===== src/rtl/uhp_pkg.sv =====
package uhp_pkg;

  // number of software-controlled downstream channels
  localparam int UHP_NUM_CH = 4;
  localparam int UHP_SEL_W = 2;              // channel index width
  localparam int UHP_BYTE_W = 8;             // one fault byte per channel
  localparam int UHP_RSV_W = 4;              // reserved top of a fault byte

  //////////////////////////////////////////////////////////////////////////
  // register byte offsets, one aligned word each
  localparam logic [7:0] UHP_OFF_ENABLES = 8'h00;   // channel enables
  localparam logic [7:0] UHP_OFF_SELECT = 8'h04;    // condition selector
  localparam logic [7:0] UHP_OFF_CONDITION = 8'h08; // port condition
  localparam logic [7:0] UHP_OFF_BOOST = 8'h0c;     // boost enables
  localparam logic [7:0] UHP_OFF_LIMIT = 8'h10;     // current limit
  localparam logic [7:0] UHP_OFF_FAULTS = 8'h14;    // hub fault flags
  localparam logic [7:0] UHP_OFF_CLEAR = 8'h18;     // clear one channel
  localparam logic [7:0] UHP_OFF_INTSTAT = 8'h1c;   // interrupt status
  localparam logic [7:0] UHP_OFF_INTMASK = 8'h20;   // interrupt mask

  //////////////////////////////////////////////////////////////////////////
  // field layouts
  localparam int UHP_EN_W = 8;         // used part of the enables word
  localparam int UHP_PAIR_W = 2;       // bits per channel in enables
  localparam int UHP_DATA_POS = 0;     // high-speed data enable in pair
  localparam int UHP_VBUS_POS = 1;     // vbus enable in pair
  localparam int UHP_COND_VBUS = 0;    // condition: vbus enabled
  localparam int UHP_COND_DATA = 1;    // condition: data enabled
  localparam int UHP_COND_ERR = 3;     // condition: any fault flag
  localparam int UHP_COND_BOOST = 4;   // condition: boost enabled
  localparam int UHP_FLT_OC = 0;       // overcurrent in fault byte
  localparam int UHP_FLT_BD = 1;       // vbus back-drive
  localparam int UHP_FLT_PWR = 2;      // power system failure
  localparam int UHP_FLT_DIS = 3;      // discharge failure
  localparam logic [31:0] UHP_BYTE_ONES = 32'h0000_00ff;
  localparam logic [31:0] UHP_FAULT_VALID = 32'h0f0f_0f0f;

  // reset values
  localparam logic [7:0] UHP_ENABLES_RST = 8'h00;
  localparam logic [31:0] UHP_LIMIT_RST = 32'h0000_0800;

  // bus encodings
  localparam int UHP_HTRANS_ACT = 1;             // nonseq/seq bit of htrans
  localparam logic [2:0] UHP_HSIZE_WORD = 3'h2;
  localparam int UHP_CUR_W = 16;                 // current sample width

  //////////////////////////////////////////////////////////////////////////
  // timing: times in their own unit, counts derived from the clock
  localparam int UHP_CLK_PERIOD_NS = 8;
  localparam int UHP_MS_NS = 1000000;
  localparam int UHP_TICK_CYCLES = UHP_MS_NS / UHP_CLK_PERIOD_NS;
  localparam int UHP_BACKDRIVE_MS = 5;
  localparam int UHP_DISCHARGE_MS = 200;
  // one more tick than the limit makes the wait strictly longer
  localparam int UHP_BACKDRIVE_TICKS = UHP_BACKDRIVE_MS + 1;
  localparam int UHP_DISCHARGE_TICKS = UHP_DISCHARGE_MS;
  localparam int UHP_TCNT_W = 8;                 // ms tick counter width

  // discharge check sequence, gray coded
  typedef enum logic [1:0] {
    UHP_DS_IDLE = 2'b00,
    UHP_DS_WAIT = 2'b01,
    UHP_DS_CHECK = 2'b11
  } uhp_ds_state_t;

endpackage


===== src/rtl/uhp_port_regs.sv =====
// Design decisions made here: the address map and the AHB-Lite slave port.
`timescale 1ns/1ns
module uhp_port_regs #(
  parameter int TICK_CYCLES = uhp_pkg::UHP_TICK_CYCLES, // cycles per ms
  parameter int CUR_W = uhp_pkg::UHP_CUR_W              // current width
) (
  input wire logic ref_clk,                    // system clock
  input wire logic reset,                      // sync, active high
  input wire logic hsel,                       // slave select
  input wire logic [31:0] haddr,               // byte address
  input wire logic [1:0] htrans,               // transfer type
  input wire logic hwrite,                     // write when high
  input wire logic [2:0] hsize,                // transfer size
  input wire logic [31:0] hwdata,              // write data
  input wire logic hready,                     // bus ready
  output logic hreadyout,                      // slave ready
  output logic [31:0] hrdata,                  // read data
  output logic hresp,                          // always okay
  input wire logic [uhp_pkg::UHP_NUM_CH-1:0] chanVbusAboveMax, // comparator
  input wire logic [uhp_pkg::UHP_NUM_CH-1:0] chanVbusBelowMin, // comparator
  input wire logic [uhp_pkg::UHP_NUM_CH-1:0] chanPowerFail,    // fail level
  input wire logic [uhp_pkg::UHP_NUM_CH*CUR_W-1:0] chanCurrent, // samples
  output logic [uhp_pkg::UHP_NUM_CH-1:0] chanDataEn,   // data switch
  output logic [uhp_pkg::UHP_NUM_CH-1:0] chanVbusEn,   // vbus switch
  output logic [uhp_pkg::UHP_NUM_CH-1:0] chanBoost,    // boost enable
  output logic [uhp_pkg::UHP_NUM_CH-1:0] chanDischarge, // discharge on
  output logic irq                             // level interrupt
);
  import uhp_pkg::*;

  if (CUR_W < 1 || CUR_W > 32) begin : g_bad
    $error("uhp_port_regs: CUR_W must be 1 to 32");
  end

  //////////////////////////////////////////////////////////////////////////
  // all state of the block
  typedef struct packed {
    logic [31:0] rdata;           // read data of the data phase
    logic ready;                  // hreadyout
    logic resp;                   // hresp, never error
    logic rdPend;                 // read waiting for its data
    logic wrPend;                 // write in its data phase
    logic [7:0] addr;             // latched address
    logic [UHP_EN_W-1:0] enables; // data and vbus enables
    logic [UHP_SEL_W-1:0] sel;    // channel shown in condition
    logic [UHP_NUM_CH-1:0] boost; // boost enables
    logic [CUR_W-1:0] limit;      // overcurrent limit
    logic [31:0] faults;          // sticky fault bytes
    logic [UHP_NUM_CH-1:0] intStat; // sticky per-channel events
    logic [UHP_NUM_CH-1:0] intMask; // interrupt enables
    logic irq;
  } uhp_regs_t;

  uhp_regs_t st;
  uhp_regs_t next_st;

  logic msTick;                     // millisecond enable
  logic accept;                     // address phase taken
  logic [31:0] rd;                  // read mux result
  logic [31:0] clrMask;             // fault bits cleared this cycle
  logic [31:0] faultSet;            // fault bits raised this cycle
  logic [31:0] keepBits;            // fault bits that must survive
  logic [UHP_NUM_CH-1:0] intClr;    // status bits cleared by software
  logic [UHP_NUM_CH-1:0] chEvt;     // new fault on a channel
  logic [UHP_NUM_CH-1:0] ocEvt;     // overcurrent per channel
  logic [UHP_NUM_CH-1:0] bdEvt;     // back-drive per channel
  logic [UHP_NUM_CH-1:0] dsEvt;     // discharge failure per channel
  logic selVbus;                    // vbus enable of selected channel
  logic selErr;                     // any fault of selected channel

  //////////////////////////////////////////////////////////////////////////
  // millisecond base shared by all channels
  uhp_tick #(
    .TICK_CYCLES(TICK_CYCLES)
  ) u_tick (
    .ref_clk(ref_clk),
    .reset(reset),
    .msTick(msTick)
  );

  //////////////////////////////////////////////////////////////////////////
  // per-channel monitors and output mapping
  for (genvar c = 0; c < UHP_NUM_CH; c++) begin : g_ch
    uhp_channel #(
      .CUR_W(CUR_W)
    ) u_chan (
      .ref_clk(ref_clk),
      .reset(reset),
      .msTick(msTick),
      .vbusOn(st.enables[c*UHP_PAIR_W + UHP_VBUS_POS]),
      .vbusAboveMax(chanVbusAboveMax[c]),
      .vbusBelowMin(chanVbusBelowMin[c]),
      .current(chanCurrent[c*CUR_W +: CUR_W]),
      .limit(st.limit),
      .overcurrentEvt(ocEvt[c]),
      .backdriveEvt(bdEvt[c]),
      .dischargeEvt(dsEvt[c]),
      .dischargeOn(chanDischarge[c])
    );
    // fault byte, lsb first: oc, back-drive, power, discharge
    assign faultSet[c*UHP_BYTE_W +: UHP_BYTE_W] = {{UHP_RSV_W{1'b0}},
      dsEvt[c], chanPowerFail[c], bdEvt[c], ocEvt[c]};
    // even bit data, odd bit vbus
    assign chanDataEn[c] = st.enables[c*UHP_PAIR_W + UHP_DATA_POS];
    assign chanVbusEn[c] = st.enables[c*UHP_PAIR_W + UHP_VBUS_POS];
  end

  assign selVbus = st.enables[UHP_PAIR_W*st.sel + UHP_VBUS_POS];
  assign selErr = |st.faults[UHP_BYTE_W*st.sel +: UHP_BYTE_W];
  assign keepBits = st.faults & ~clrMask;

  //////////////////////////////////////////////////////////////////////////
  // bus slave, register file and fault bookkeeping
  always_comb begin
    next_st = st;
    clrMask = '0;
    intClr = '0;
    chEvt = '0;
    accept = hsel && htrans[UHP_HTRANS_ACT] && hready &&
      (hsize == UHP_HSIZE_WORD);
    // read mux; reserved and unmapped bits read zero
    rd = '0;
    case (st.addr)
      UHP_OFF_ENABLES: rd[UHP_EN_W-1:0] = st.enables;
      UHP_OFF_SELECT: rd[UHP_SEL_W-1:0] = st.sel;
      UHP_OFF_CONDITION: begin
        rd[UHP_COND_VBUS] = selVbus;
        rd[UHP_COND_DATA] =
          st.enables[UHP_PAIR_W*st.sel + UHP_DATA_POS];
        rd[UHP_COND_ERR] = selErr;
        rd[UHP_COND_BOOST] = st.boost[st.sel];
      end
      UHP_OFF_BOOST: rd[UHP_NUM_CH-1:0] = st.boost;
      UHP_OFF_LIMIT: rd[CUR_W-1:0] = st.limit;
      UHP_OFF_FAULTS: rd = st.faults;
      UHP_OFF_INTSTAT: rd[UHP_NUM_CH-1:0] = st.intStat;
      UHP_OFF_INTMASK: rd[UHP_NUM_CH-1:0] = st.intMask;
      default: rd = '0;
    endcase
    // write data phase; fields narrower than the word drop the rest
    if (st.wrPend) begin
      next_st.wrPend = 1'b0;
      case (st.addr)
        UHP_OFF_ENABLES: begin
          // all four channels change together
          next_st.enables = hwdata[UHP_EN_W-1:0];
        end
        UHP_OFF_SELECT: next_st.sel = hwdata[UHP_SEL_W-1:0];
        UHP_OFF_BOOST: next_st.boost = hwdata[UHP_NUM_CH-1:0];
        UHP_OFF_LIMIT: next_st.limit = hwdata[CUR_W-1:0];
        UHP_OFF_CLEAR: begin
          // only the named channel's byte goes
          clrMask = UHP_BYTE_ONES <<
            (UHP_BYTE_W * hwdata[UHP_SEL_W-1:0]);
        end
        UHP_OFF_INTSTAT: intClr = hwdata[UHP_NUM_CH-1:0];
        UHP_OFF_INTMASK: next_st.intMask = hwdata[UHP_NUM_CH-1:0];
        // fault and condition words are read only, the rest unmapped
        default: next_st.wrPend = 1'b0;
      endcase
    end
    // a fault raised in the clearing cycle survives the clear
    next_st.faults = ((st.faults & ~clrMask) | faultSet) &
      UHP_FAULT_VALID;
    // event: a fault bit that was not already set
    for (int c = 0; c < UHP_NUM_CH; c++) begin
      chEvt[c] = |(faultSet[c*UHP_BYTE_W +: UHP_BYTE_W] &
        ~st.faults[c*UHP_BYTE_W +: UHP_BYTE_W]);
    end
    next_st.intStat = (st.intStat & ~intClr) | chEvt;
    next_st.irq = |(next_st.intStat & next_st.intMask);
    // read data phase: one wait state, so a write just before is seen
    if (st.rdPend) begin
      next_st.rdPend = 1'b0;
      next_st.ready = 1'b1;
      next_st.rdata = rd;
    end
    // address phase
    if (accept) begin
      next_st.addr = haddr[7:0];
      if (hwrite) begin
        next_st.wrPend = 1'b1;
      end else begin
        next_st.rdPend = 1'b1;
        next_st.ready = 1'b0;
      end
    end
  end

  // one register for the whole state
  always_ff @(posedge ref_clk) begin
    if (reset) begin
      st <= '0;
      st.ready <= 1'b1;
      st.enables <= UHP_ENABLES_RST;
      st.limit <= UHP_LIMIT_RST[CUR_W-1:0];
    end else begin
      st <= next_st;
    end
  end

  assign hreadyout = st.ready;
  assign hrdata = st.rdata;
  assign hresp = st.resp;
  assign chanBoost = st.boost;
  assign irq = st.irq;
endmodule


===== src/rtl/uhp_tick.sv =====
`timescale 1ns/1ns
module uhp_tick #(
  parameter int TICK_CYCLES = uhp_pkg::UHP_TICK_CYCLES  // cycles per tick
) (
  input wire logic ref_clk,  // system clock
  input wire logic reset,    // synchronous, active high
  output logic msTick        // one-cycle pulse once a millisecond
);
  import uhp_pkg::*;

  localparam int CW = $clog2(TICK_CYCLES);
  localparam logic [CW-1:0] LAST = CW'(TICK_CYCLES - 1);

  if (TICK_CYCLES < 2) begin : g_bad
    $error("uhp_tick: TICK_CYCLES must be at least 2");
  end

  typedef struct packed {
    logic [CW-1:0] cnt;  // cycles into the current tick
    logic tick;          // registered pulse
  } uhp_tick_st_t;

  uhp_tick_st_t st;
  uhp_tick_st_t next_st;

  // free-running divider, wraps at the last cycle
  always_comb begin
    next_st = st;
    next_st.tick = 1'b0;
    if (st.cnt == LAST) begin
      next_st.cnt = '0;
      next_st.tick = 1'b1;
    end else begin
      next_st.cnt = st.cnt + 1'b1;
    end
  end

  always_ff @(posedge ref_clk) begin
    if (reset) begin
      st <= '0;
    end else begin
      st <= next_st;
    end
  end

  assign msTick = st.tick;

endmodule


===== src/rtl/uhp_channel.sv =====
`timescale 1ns/1ns
module uhp_channel #(
  parameter int CUR_W = uhp_pkg::UHP_CUR_W  // current sample width
) (
  input wire logic ref_clk,             // system clock
  input wire logic reset,               // synchronous, active high
  input wire logic msTick,              // millisecond enable
  input wire logic vbusOn,              // vbus enable of this channel
  input wire logic vbusAboveMax,        // vbus above back-drive level
  input wire logic vbusBelowMin,        // vbus below discharged level
  input wire logic [CUR_W-1:0] current, // measured current
  input wire logic [CUR_W-1:0] limit,   // software current limit
  output logic overcurrentEvt,          // current above limit
  output logic backdriveEvt,            // back-drive held too long
  output logic dischargeEvt,            // vbus failed to discharge
  output logic dischargeOn              // discharge circuit active
);
  import uhp_pkg::*;

  typedef struct packed {
    uhp_ds_state_t ds;            // discharge sequence state
    logic [UHP_TCNT_W-1:0] bdCnt; // ticks with vbus high
    logic [UHP_TCNT_W-1:0] dsCnt; // ticks into the discharge wait
    logic prevOn;                 // vbus enable one cycle ago
    logic oc;
    logic bd;
    logic dsErr;
    logic dsOn;
  } uhp_chan_st_t;

  uhp_chan_st_t st;
  uhp_chan_st_t next_st;

  // fault detection and discharge sequencing
  always_comb begin
    next_st = st;
    next_st.prevOn = vbusOn;
    next_st.dsErr = 1'b0;
    next_st.oc = current > limit;
    // any dip below the level restarts the continuous-time count
    if (!vbusAboveMax) begin
      next_st.bdCnt = '0;
    end else if (msTick && st.bdCnt != UHP_TCNT_W'(UHP_BACKDRIVE_TICKS)) begin
      next_st.bdCnt = st.bdCnt + 1'b1;
    end
    next_st.bd = vbusAboveMax &&
      (st.bdCnt == UHP_TCNT_W'(UHP_BACKDRIVE_TICKS));
    case (st.ds)
      UHP_DS_IDLE: begin
        // vbus switched off: start discharging
        if (st.prevOn && !vbusOn) begin
          next_st.ds = UHP_DS_WAIT;
          next_st.dsCnt = '0;
          next_st.dsOn = 1'b1;
        end
      end
      UHP_DS_WAIT: begin
        // re-enabling vbus aborts the check, nothing to judge
        if (vbusOn) begin
          next_st.ds = UHP_DS_IDLE;
          next_st.dsOn = 1'b0;
        end else if (st.dsCnt == UHP_TCNT_W'(UHP_DISCHARGE_TICKS)) begin
          next_st.ds = UHP_DS_CHECK;
        end else if (msTick) begin
          next_st.dsCnt = st.dsCnt + 1'b1;
        end
      end
      UHP_DS_CHECK: begin
        next_st.dsErr = !vbusBelowMin;
        next_st.dsOn = 1'b0;
        next_st.ds = UHP_DS_IDLE;
      end
      default: begin
        next_st.ds = UHP_DS_IDLE;
        next_st.dsOn = 1'b0;
      end
    endcase
  end

  always_ff @(posedge ref_clk) begin
    if (reset) begin
      st <= '0;
    end else begin
      st <= next_st;
    end
  end

  assign overcurrentEvt = st.oc;
  assign backdriveEvt = st.bd;
  assign dischargeEvt = st.dsErr;
  assign dischargeOn = st.dsOn;
endmodule


===== config.mk =====
export PLATFORM = sky130hd
export DESIGN_NAME = uhp_port_regs
export DESIGN_NICKNAME = d
export VERILOG_FILES = /design/src/rtl/uhp_pkg.sv /design/src/rtl/uhp_port_regs.sv /design/src/rtl/uhp_tick.sv /design/src/rtl/uhp_channel.sv
export SDC_FILE = /design/constraint.sdc
export NUM_CORES = 1
export LEC_CHECK = 0
export BUFFER_PORTS_ARGS = -buffer_cell sky130_fd_sc_hd__clkbuf_2
export CAP_MARGIN = 25
export CORE_UTILIZATION = 35
export CTS_CLUSTER_DIAMETER = 150
export DETAILED_ROUTE_END_ITERATION = 7
export GPL_TIMING_DRIVEN = 0
export PLACE_DENSITY = 0.67
export SLEW_MARGIN = 5
export SYNTH_ARGS = -nofsm -noshare
export SYNTH_HDL_FRONTEND = slang
export SYNTH_SLANG_ARGS = --single-unit

===== constraint.sdc =====
create_clock -name ref_clk -period 5.1 [get_ports ref_clk]
set_input_delay 0.255 -clock ref_clk [delete_from_list [all_inputs] [get_ports ref_clk]]
set_output_delay 0.255 -clock ref_clk [all_outputs]
set_load 0.02 [all_outputs]

* Word level (Yosys, flattened, before mapping)
Index checks and enable logic that the tools add are counted.
Word-level totals: memory bits (read-only) 0, logic and storage cells 281, latch bits 0, input bits 150, RAM bits 0, register bits after elaboration 208, memories kept 0, output and inout port bits 51
Operators by class: add/sub/neg operators 10, reduce and logical (&&, ||, !) cells 64, multipliers 0, $lt $le $gt $ge 7, shifts and indexed selects 2, bitwise operators 24, divide/modulo/power cells 0, equality and inequality tests 54, multiplexer cells 73
Operators with widths (count):
- 8-bit two-way mux | 16
- 8-bit case mux with 2 select lines | 5
- 8-bit by 1-bit adder with 8-bit output (second input constant) | 8
- 16-bit greater-than comparator | 4
- 28-bit two-way mux | 2
- 8-bit by 3-bit equality test with 1-bit output (second input constant) | 5
- 8-bit OR reduction | 5
- 4-bit by 8-bit bitwise AND with 8-bit output | 4
- 8-bit by 5-bit equality test with 1-bit output (second input constant) | 4
- 8-bit equality test (second input constant) | 4
- 2-bit inequality test (second input constant) | 16
- 8-bit by 3-bit inequality test with 1-bit output (second input constant) | 4
- 32-bit by 6-bit variable part select with 8-bit output | 1
- 28-bit bitwise AND | 1
- 28-bit inverter | 1
- 28-bit bitwise OR | 1
- 8-bit by 5-bit left shift with 28-bit output (first input constant) | 1
- 2-bit two-way mux | 12
- 8-bit inverter | 3
- 2-bit AND reduction | 12
- 5-bit AND reduction | 4
- 2-bit OR reduction | 10
- 17-bit by 1-bit adder with 17-bit output (second input constant) | 1
- 17-bit equality test (second input constant) | 1
- other kinds (34) | 109

* Depth between registers and ports, before layout
depth in word-level cells 8, depth in mapped cells 8, mapped depth without buffers 7

* Modules after synthesis
Synthesis repeated with hierarchy kept, for this count alone.
Unflattened totals: cell total of the unflattened synthesis 1262, area total of the unflattened synthesis 10954.3 um2
Modules (own cells, without submodules):
- uhp_channel | seq. area each 460.4 um2, times used 4, area each 1491.4 um2, cells an instance 174
- uhp_port_regs | seq. area each 1801.7 um2, times used 1, area each 4170.2 um2, cells an instance 474
- uhp_tick | seq. area each 360.3 um2, times used 1, area each 818.3 um2, cells an instance 92

* Least setup slack after synthesis
No wires, ideal clock.
path type register to register, from reg g_ch[1].u_chan.st[13] (netlist bit), to reg g_ch[1].u_chan.st[18] (netlist bit), data required time 4.974 ns, clock period less this slack 1.825 ns, path buffers 0, arrival time 1.698 ns, setup slack 3.275 ns, library setup time 0.126 ns, stages on the path, launching flop included 8, cells stage by stage dfxtp_1 -> inv_1 -> ha_1 -> or4b_2 -> o21ai_4 -> or3_1 -> xor2_1 -> nor2_1
On the way: word-level cells in the longest chain between the ends 2, elaborated cells between the ends (all ways) 3, those cells by class 1 x add/sub; 1 x eq/ne; 1 x reduce/logical
RTL lines:
- from (decl) | line uhp_channel.sv:31 | uhp_chan_st_t st;
- from (signal assigned) | line uhp_channel.sv:84 | st <= next_st;
- parallel branches: the longest is 2 deep, another holds 8-bit by 1-bit adder with 8-bit output
Several ways; the timed one is not identified. A chain may end at the register's enable or synchronous reset.

* Worst setup path after layout
from reg st[78] (netlist bit), to reg st, in the netlist chanVbusEn[1]
On the way: word-level cells in the longest chain between the ends 2
RTL lines:
- from (decl) | line uhp_port_regs.sv:54 | uhp_regs_t st;
- from (signal assigned) | line uhp_port_regs.sv:198 | st <= next_st;
- 8-bit zero test | line uhp_port_regs.sv:143 | case (st.addr)
- 2-bit AND reduction (no line)
No other way between the ends.

==> metrics.md <==
| Metric | Value |
|---|---|
| Outcome | `finished, final reports clean` |
| Post-synth cell types | `between 70 and 80` |
| Chip Height | `175 um` |
| Htree depth | `4` |
| Max Buffers Root-to-Sink | `2` |
| Core area | `29600 um2` |
| Row count | `63` |
| CP bufs+invs | `1` |
| Slowest cell on crit path | `nor4_2` |
| Fillers | `2990` |
| Start point of the critical path | `st[78]` |
| Crit path cell chain | `nor4_2, nor2b_1, buf_2, nand2_2, mux2i_1, nor2_1` |
| Switching share of power | `23.3%` |
| Worst vdd ir | `143 uV` |
| Vias in the first global route | `8641` |
| Ratio of cells with drive above 1 in the final layout | `19.5%` |
| Relative slew slack | `47.5%` |
| Top-area cell type share of the netlist area | `38.2%` |
| Area Growth Syn to Fin | `17.1%` |
| Largest net degree at the start of global routing | `17` |
| Clock power frac | `40.8%` |
| GRT Total Usage | `between 10% and 20%` |
| Clk sink count | `200` |
| Net Switching | `0.713 mW` |
| Routed WL | `about 28000 um` |
| I/O Pins | `201` |
| Pint | `2.34 mW` |
| Gr ovfl total | `0` |
| DP Worst Slack | `~2.7 ns` |
| TNS Setup | `0 ns` |
| Setup bufs post-CTS | `0` |
| Initial DRC count | `620` |
| Synth top area cells | `dfxtp_1 38%, ha_1 9.7%, nor2_1 5.2%` |
| Post-synth EDFFs | `0` |
| Hold_buf cts | `0` |
| Critical Path AT | `approximately 2.4 ns` |
| Post-CTS Resized | `0` |
| Syn_area_per_cell | `8.82 um2` |
| P_leak | `4.97 nW` |
| Netlist Area Pre-Place | `roughly 10000 um2` |
| CP delay by family, top | `simple AND/OR/NAND/NOR gates` |
| Finished Layout Cells | `between 1500 and 2000` |
| CTS tree | `built` |
| Critical path class | `reg -> reg` |
| Worst R2R Path Depth | `6` |
| Flops & latches, synth | `200` |
| Clock-pin slew on the worst setup and hold paths | `around 0.070 ns` |
| Via count | `9018` |
| Yosys Warn Count | `0` |
| Dpl hpwl | `around 22000 um` |
| Initial antenna violation count | `0` |
| Seq/Total Area, Yosys | `38.2%` |
| Crit path capture type | `register` |
| Post-DR vias/cell | `5.11` |
| DP Area | `11800 um2` |
| DRT Pass-1 Iters | `5` |
| PD cells | `249 nW/um2` |
| First-pass GRT wire length | `44800 um` |
| Max incr delay on CP | `0.73 ns` |
| Final hold vios | `0` |
| Async S/R FF share, synth | `0%` |
| Final GP Congestion | `0.927` |
| Final setup vio count | `0` |
| Worst Tran Pin Value | `0.787 ns` |
| Final setup skew | `0.00810 ns` |
| Yosys top cell by area | `dfxtp_1` |
| Clk_lat worst skew | `0.43 ns` |
| Fin area | `12300 um2` |
| Start of the worst register-to-register path | `st[78]` |
| Worst path required time | `5.40 ns` |
| CP Max Fanout | `10` |
| Die W | `175 um` |
| # Max-Cap Violations | `0` |
| Pins Over Slew Limit | `0` |
| Worst reg2reg endpoint | `chanVbusEn[1]` |
| Setup ws final | `2.96 ns` |
| CTS root buf | `clkbuf_16` |
| RSZ-0062 raised after global routing | `false` |
| Worst min path class | `in -> reg` |
| Hold slack | `between 0.002 and 0.003 ns` |
| Worst Setup Start Kind | `register` |
| # diodes | `0` |
| Overall power | `3.06 mW` |
| Min cycle time layout | `2.14 ns` |
| Worst setup path endpoint | `chanVbusEn[1]` |
| Cells after DPL | `1736` |
| Total die area | `30700 um2` |
| Share of total power in sequential cells | `52.1%` |
| Drt wl/cell | `16.1 um` |
| R2R setup slack | `2.96 ns` |
| Cells after Synth | `1190` |
| Final #Nets | `1596` |
| Gate power share | `7.2%` |
| Initial Utilization | `a little over a third` |
| WP depth | `6` |
| Detail Route Antenna Nets | `0` |
| CTS buffer count | `17` |
| DRC | `0` |
| Fin crit share | `42.0%` |
| Predominant post-synthesis flop cell | `dfxtp_1` |
| Buffers on Ports | `148` |
| Fmax achieved | `467 MHz` |
| Final Util | `~42%` |
## placed cells by master (no fill, tap or decap), drive strengths merged, types with 12 or more instances in the layout
cell / count
nand3: 33
a21oi: 71
inv: 58
and3: 14
buf: 68
ha: 81
nand4: 28
clkbuf: 197
or3: 13
nor2b: 18
a211oi: 19
mux2i: 25
nor4: 14
nor3: 22
nand2: 79
nor2: 146
o21ai: 22
a22oi: 17
a21o: 34
nand2b: 12
dfxtp: 200
xnor2: 20
xor2: 33
## synthesized netlist by cell type (19+ instances only)
library cell / instances
nor2_1: 146
a211oi_1: 19
a21oi_1: 71
buf_4: 52
dfxtp_1: 200
clkbuf_1: 25
nand2_1: 78
xor2_1: 33
o21ai_0: 19
ha_1: 81
nand4_1: 28
nor3_1: 22
nand3_1: 33
inv_1: 58
a21o_1: 34
xnor2_1: 20
mux2i_1: 25
## final cells by class
cell class,instances,area [um2],area share (%)
Clock buffer,23,488,3.97
Sequential cell,200,4000,32.6
Clock inverter,7,46.3,0.377
Timing Repair Buffer,148,741,6.03
Multi-Input combinational cell,846,5720,46.6
Tap cell,390,488,3.97
Buffer,94,578,4.71
Inverter,58,218,1.77
## worst register-to-register path, delay by kind of cell (launching register included)
kind                   cells  cell delay [ns]
buffers and inverters      1             0.23
flip-flops                 1             0.38
multiplexers               1             0.22
AND/OR/NAND/NOR            4             1.18
## per-layer routing
layer | up-vias | share of wire (%) | GRT usage, % | wire [um]
met1 | 4199 | 46 | 24.8 | 13100
met5 | - | 0 | 0 | 0
met2 | 277 | 46 | 30.3 | 13000
li1 | 4498 | - | - | -
met3 | 44 | 5.9 | 3.02 | 1690
met4 | 0 | 2.1 | 6.45 | 584
## worst min path at each step
stage,from,depth (start not counted),end,slack [ns]
finish,chanVbusBelowMin[2],2,g_ch[2].u_chan.dischargeEvt,0.003
global route,chanVbusBelowMin[2],2,g_ch[2].u_chan.dischargeEvt,0.003
CTS,chanVbusBelowMin[2],2,g_ch[2].u_chan.dischargeEvt,0.008
detailed placement,u_tick.st[1],1,u_tick.st[1],0.45
global placement,u_tick.st[1],1,u_tick.st[1],0.42
floorplan,chanVbusBelowMin[2],1,g_ch[2].u_chan.dischargeEvt,0.33
## cell families after synthesis
| family | count (synthesis) | synth area share [%] |
|---|---|---|
| mux | 33 | 3.67 |
| flops | 200 | 38.2 |
| xor+xnor | 53 | 4.42 |
| simple gates | 440 | 21.8 |
| buf+inv | 152 | 7.58 |
| compound gates | 230 | 14.7 |
| fa+ha+maj | 81 | 9.66 |
| other cells | 1 | 0.0357 |
## power by group through the flow
| stage | logic (mW) | registers [mW] | clock network [mW] |
|---|---|---|---|
| 2_1_floorplan | 0.125 | 1.62 | 0 |
| 3_3_place_gp | 0.214 | 1.63 | 0 |
| 3_5_place_dp | 0.218 | 1.63 | 0 |
| 4_1_cts | 0.219 | 1.59 | 1.27 |
| 5_1_grt | 0.243 | 1.59 | 1.33 |
| 6_report | 0.220 | 1.59 | 1.25 |
## state kept, by name (all words and copies together) (netlist names)
register,cells
g_ch.u_chan.overcurrentEvt,4
g_ch.u_chan.dischargeEvt,4
g_ch.u_chan.dischargeOn,4
u_tick.st,17
chanBoost,4
st,52
irq,1
hreadyout,1
hrdata,24
chanVbusEn,4
g_ch.u_chan.st,76
chanDataEn,4
g_ch.u_chan.backdriveEvt,4
u_tick.msTick,1
No activity file was read; power rests on OpenSTA's default activity.
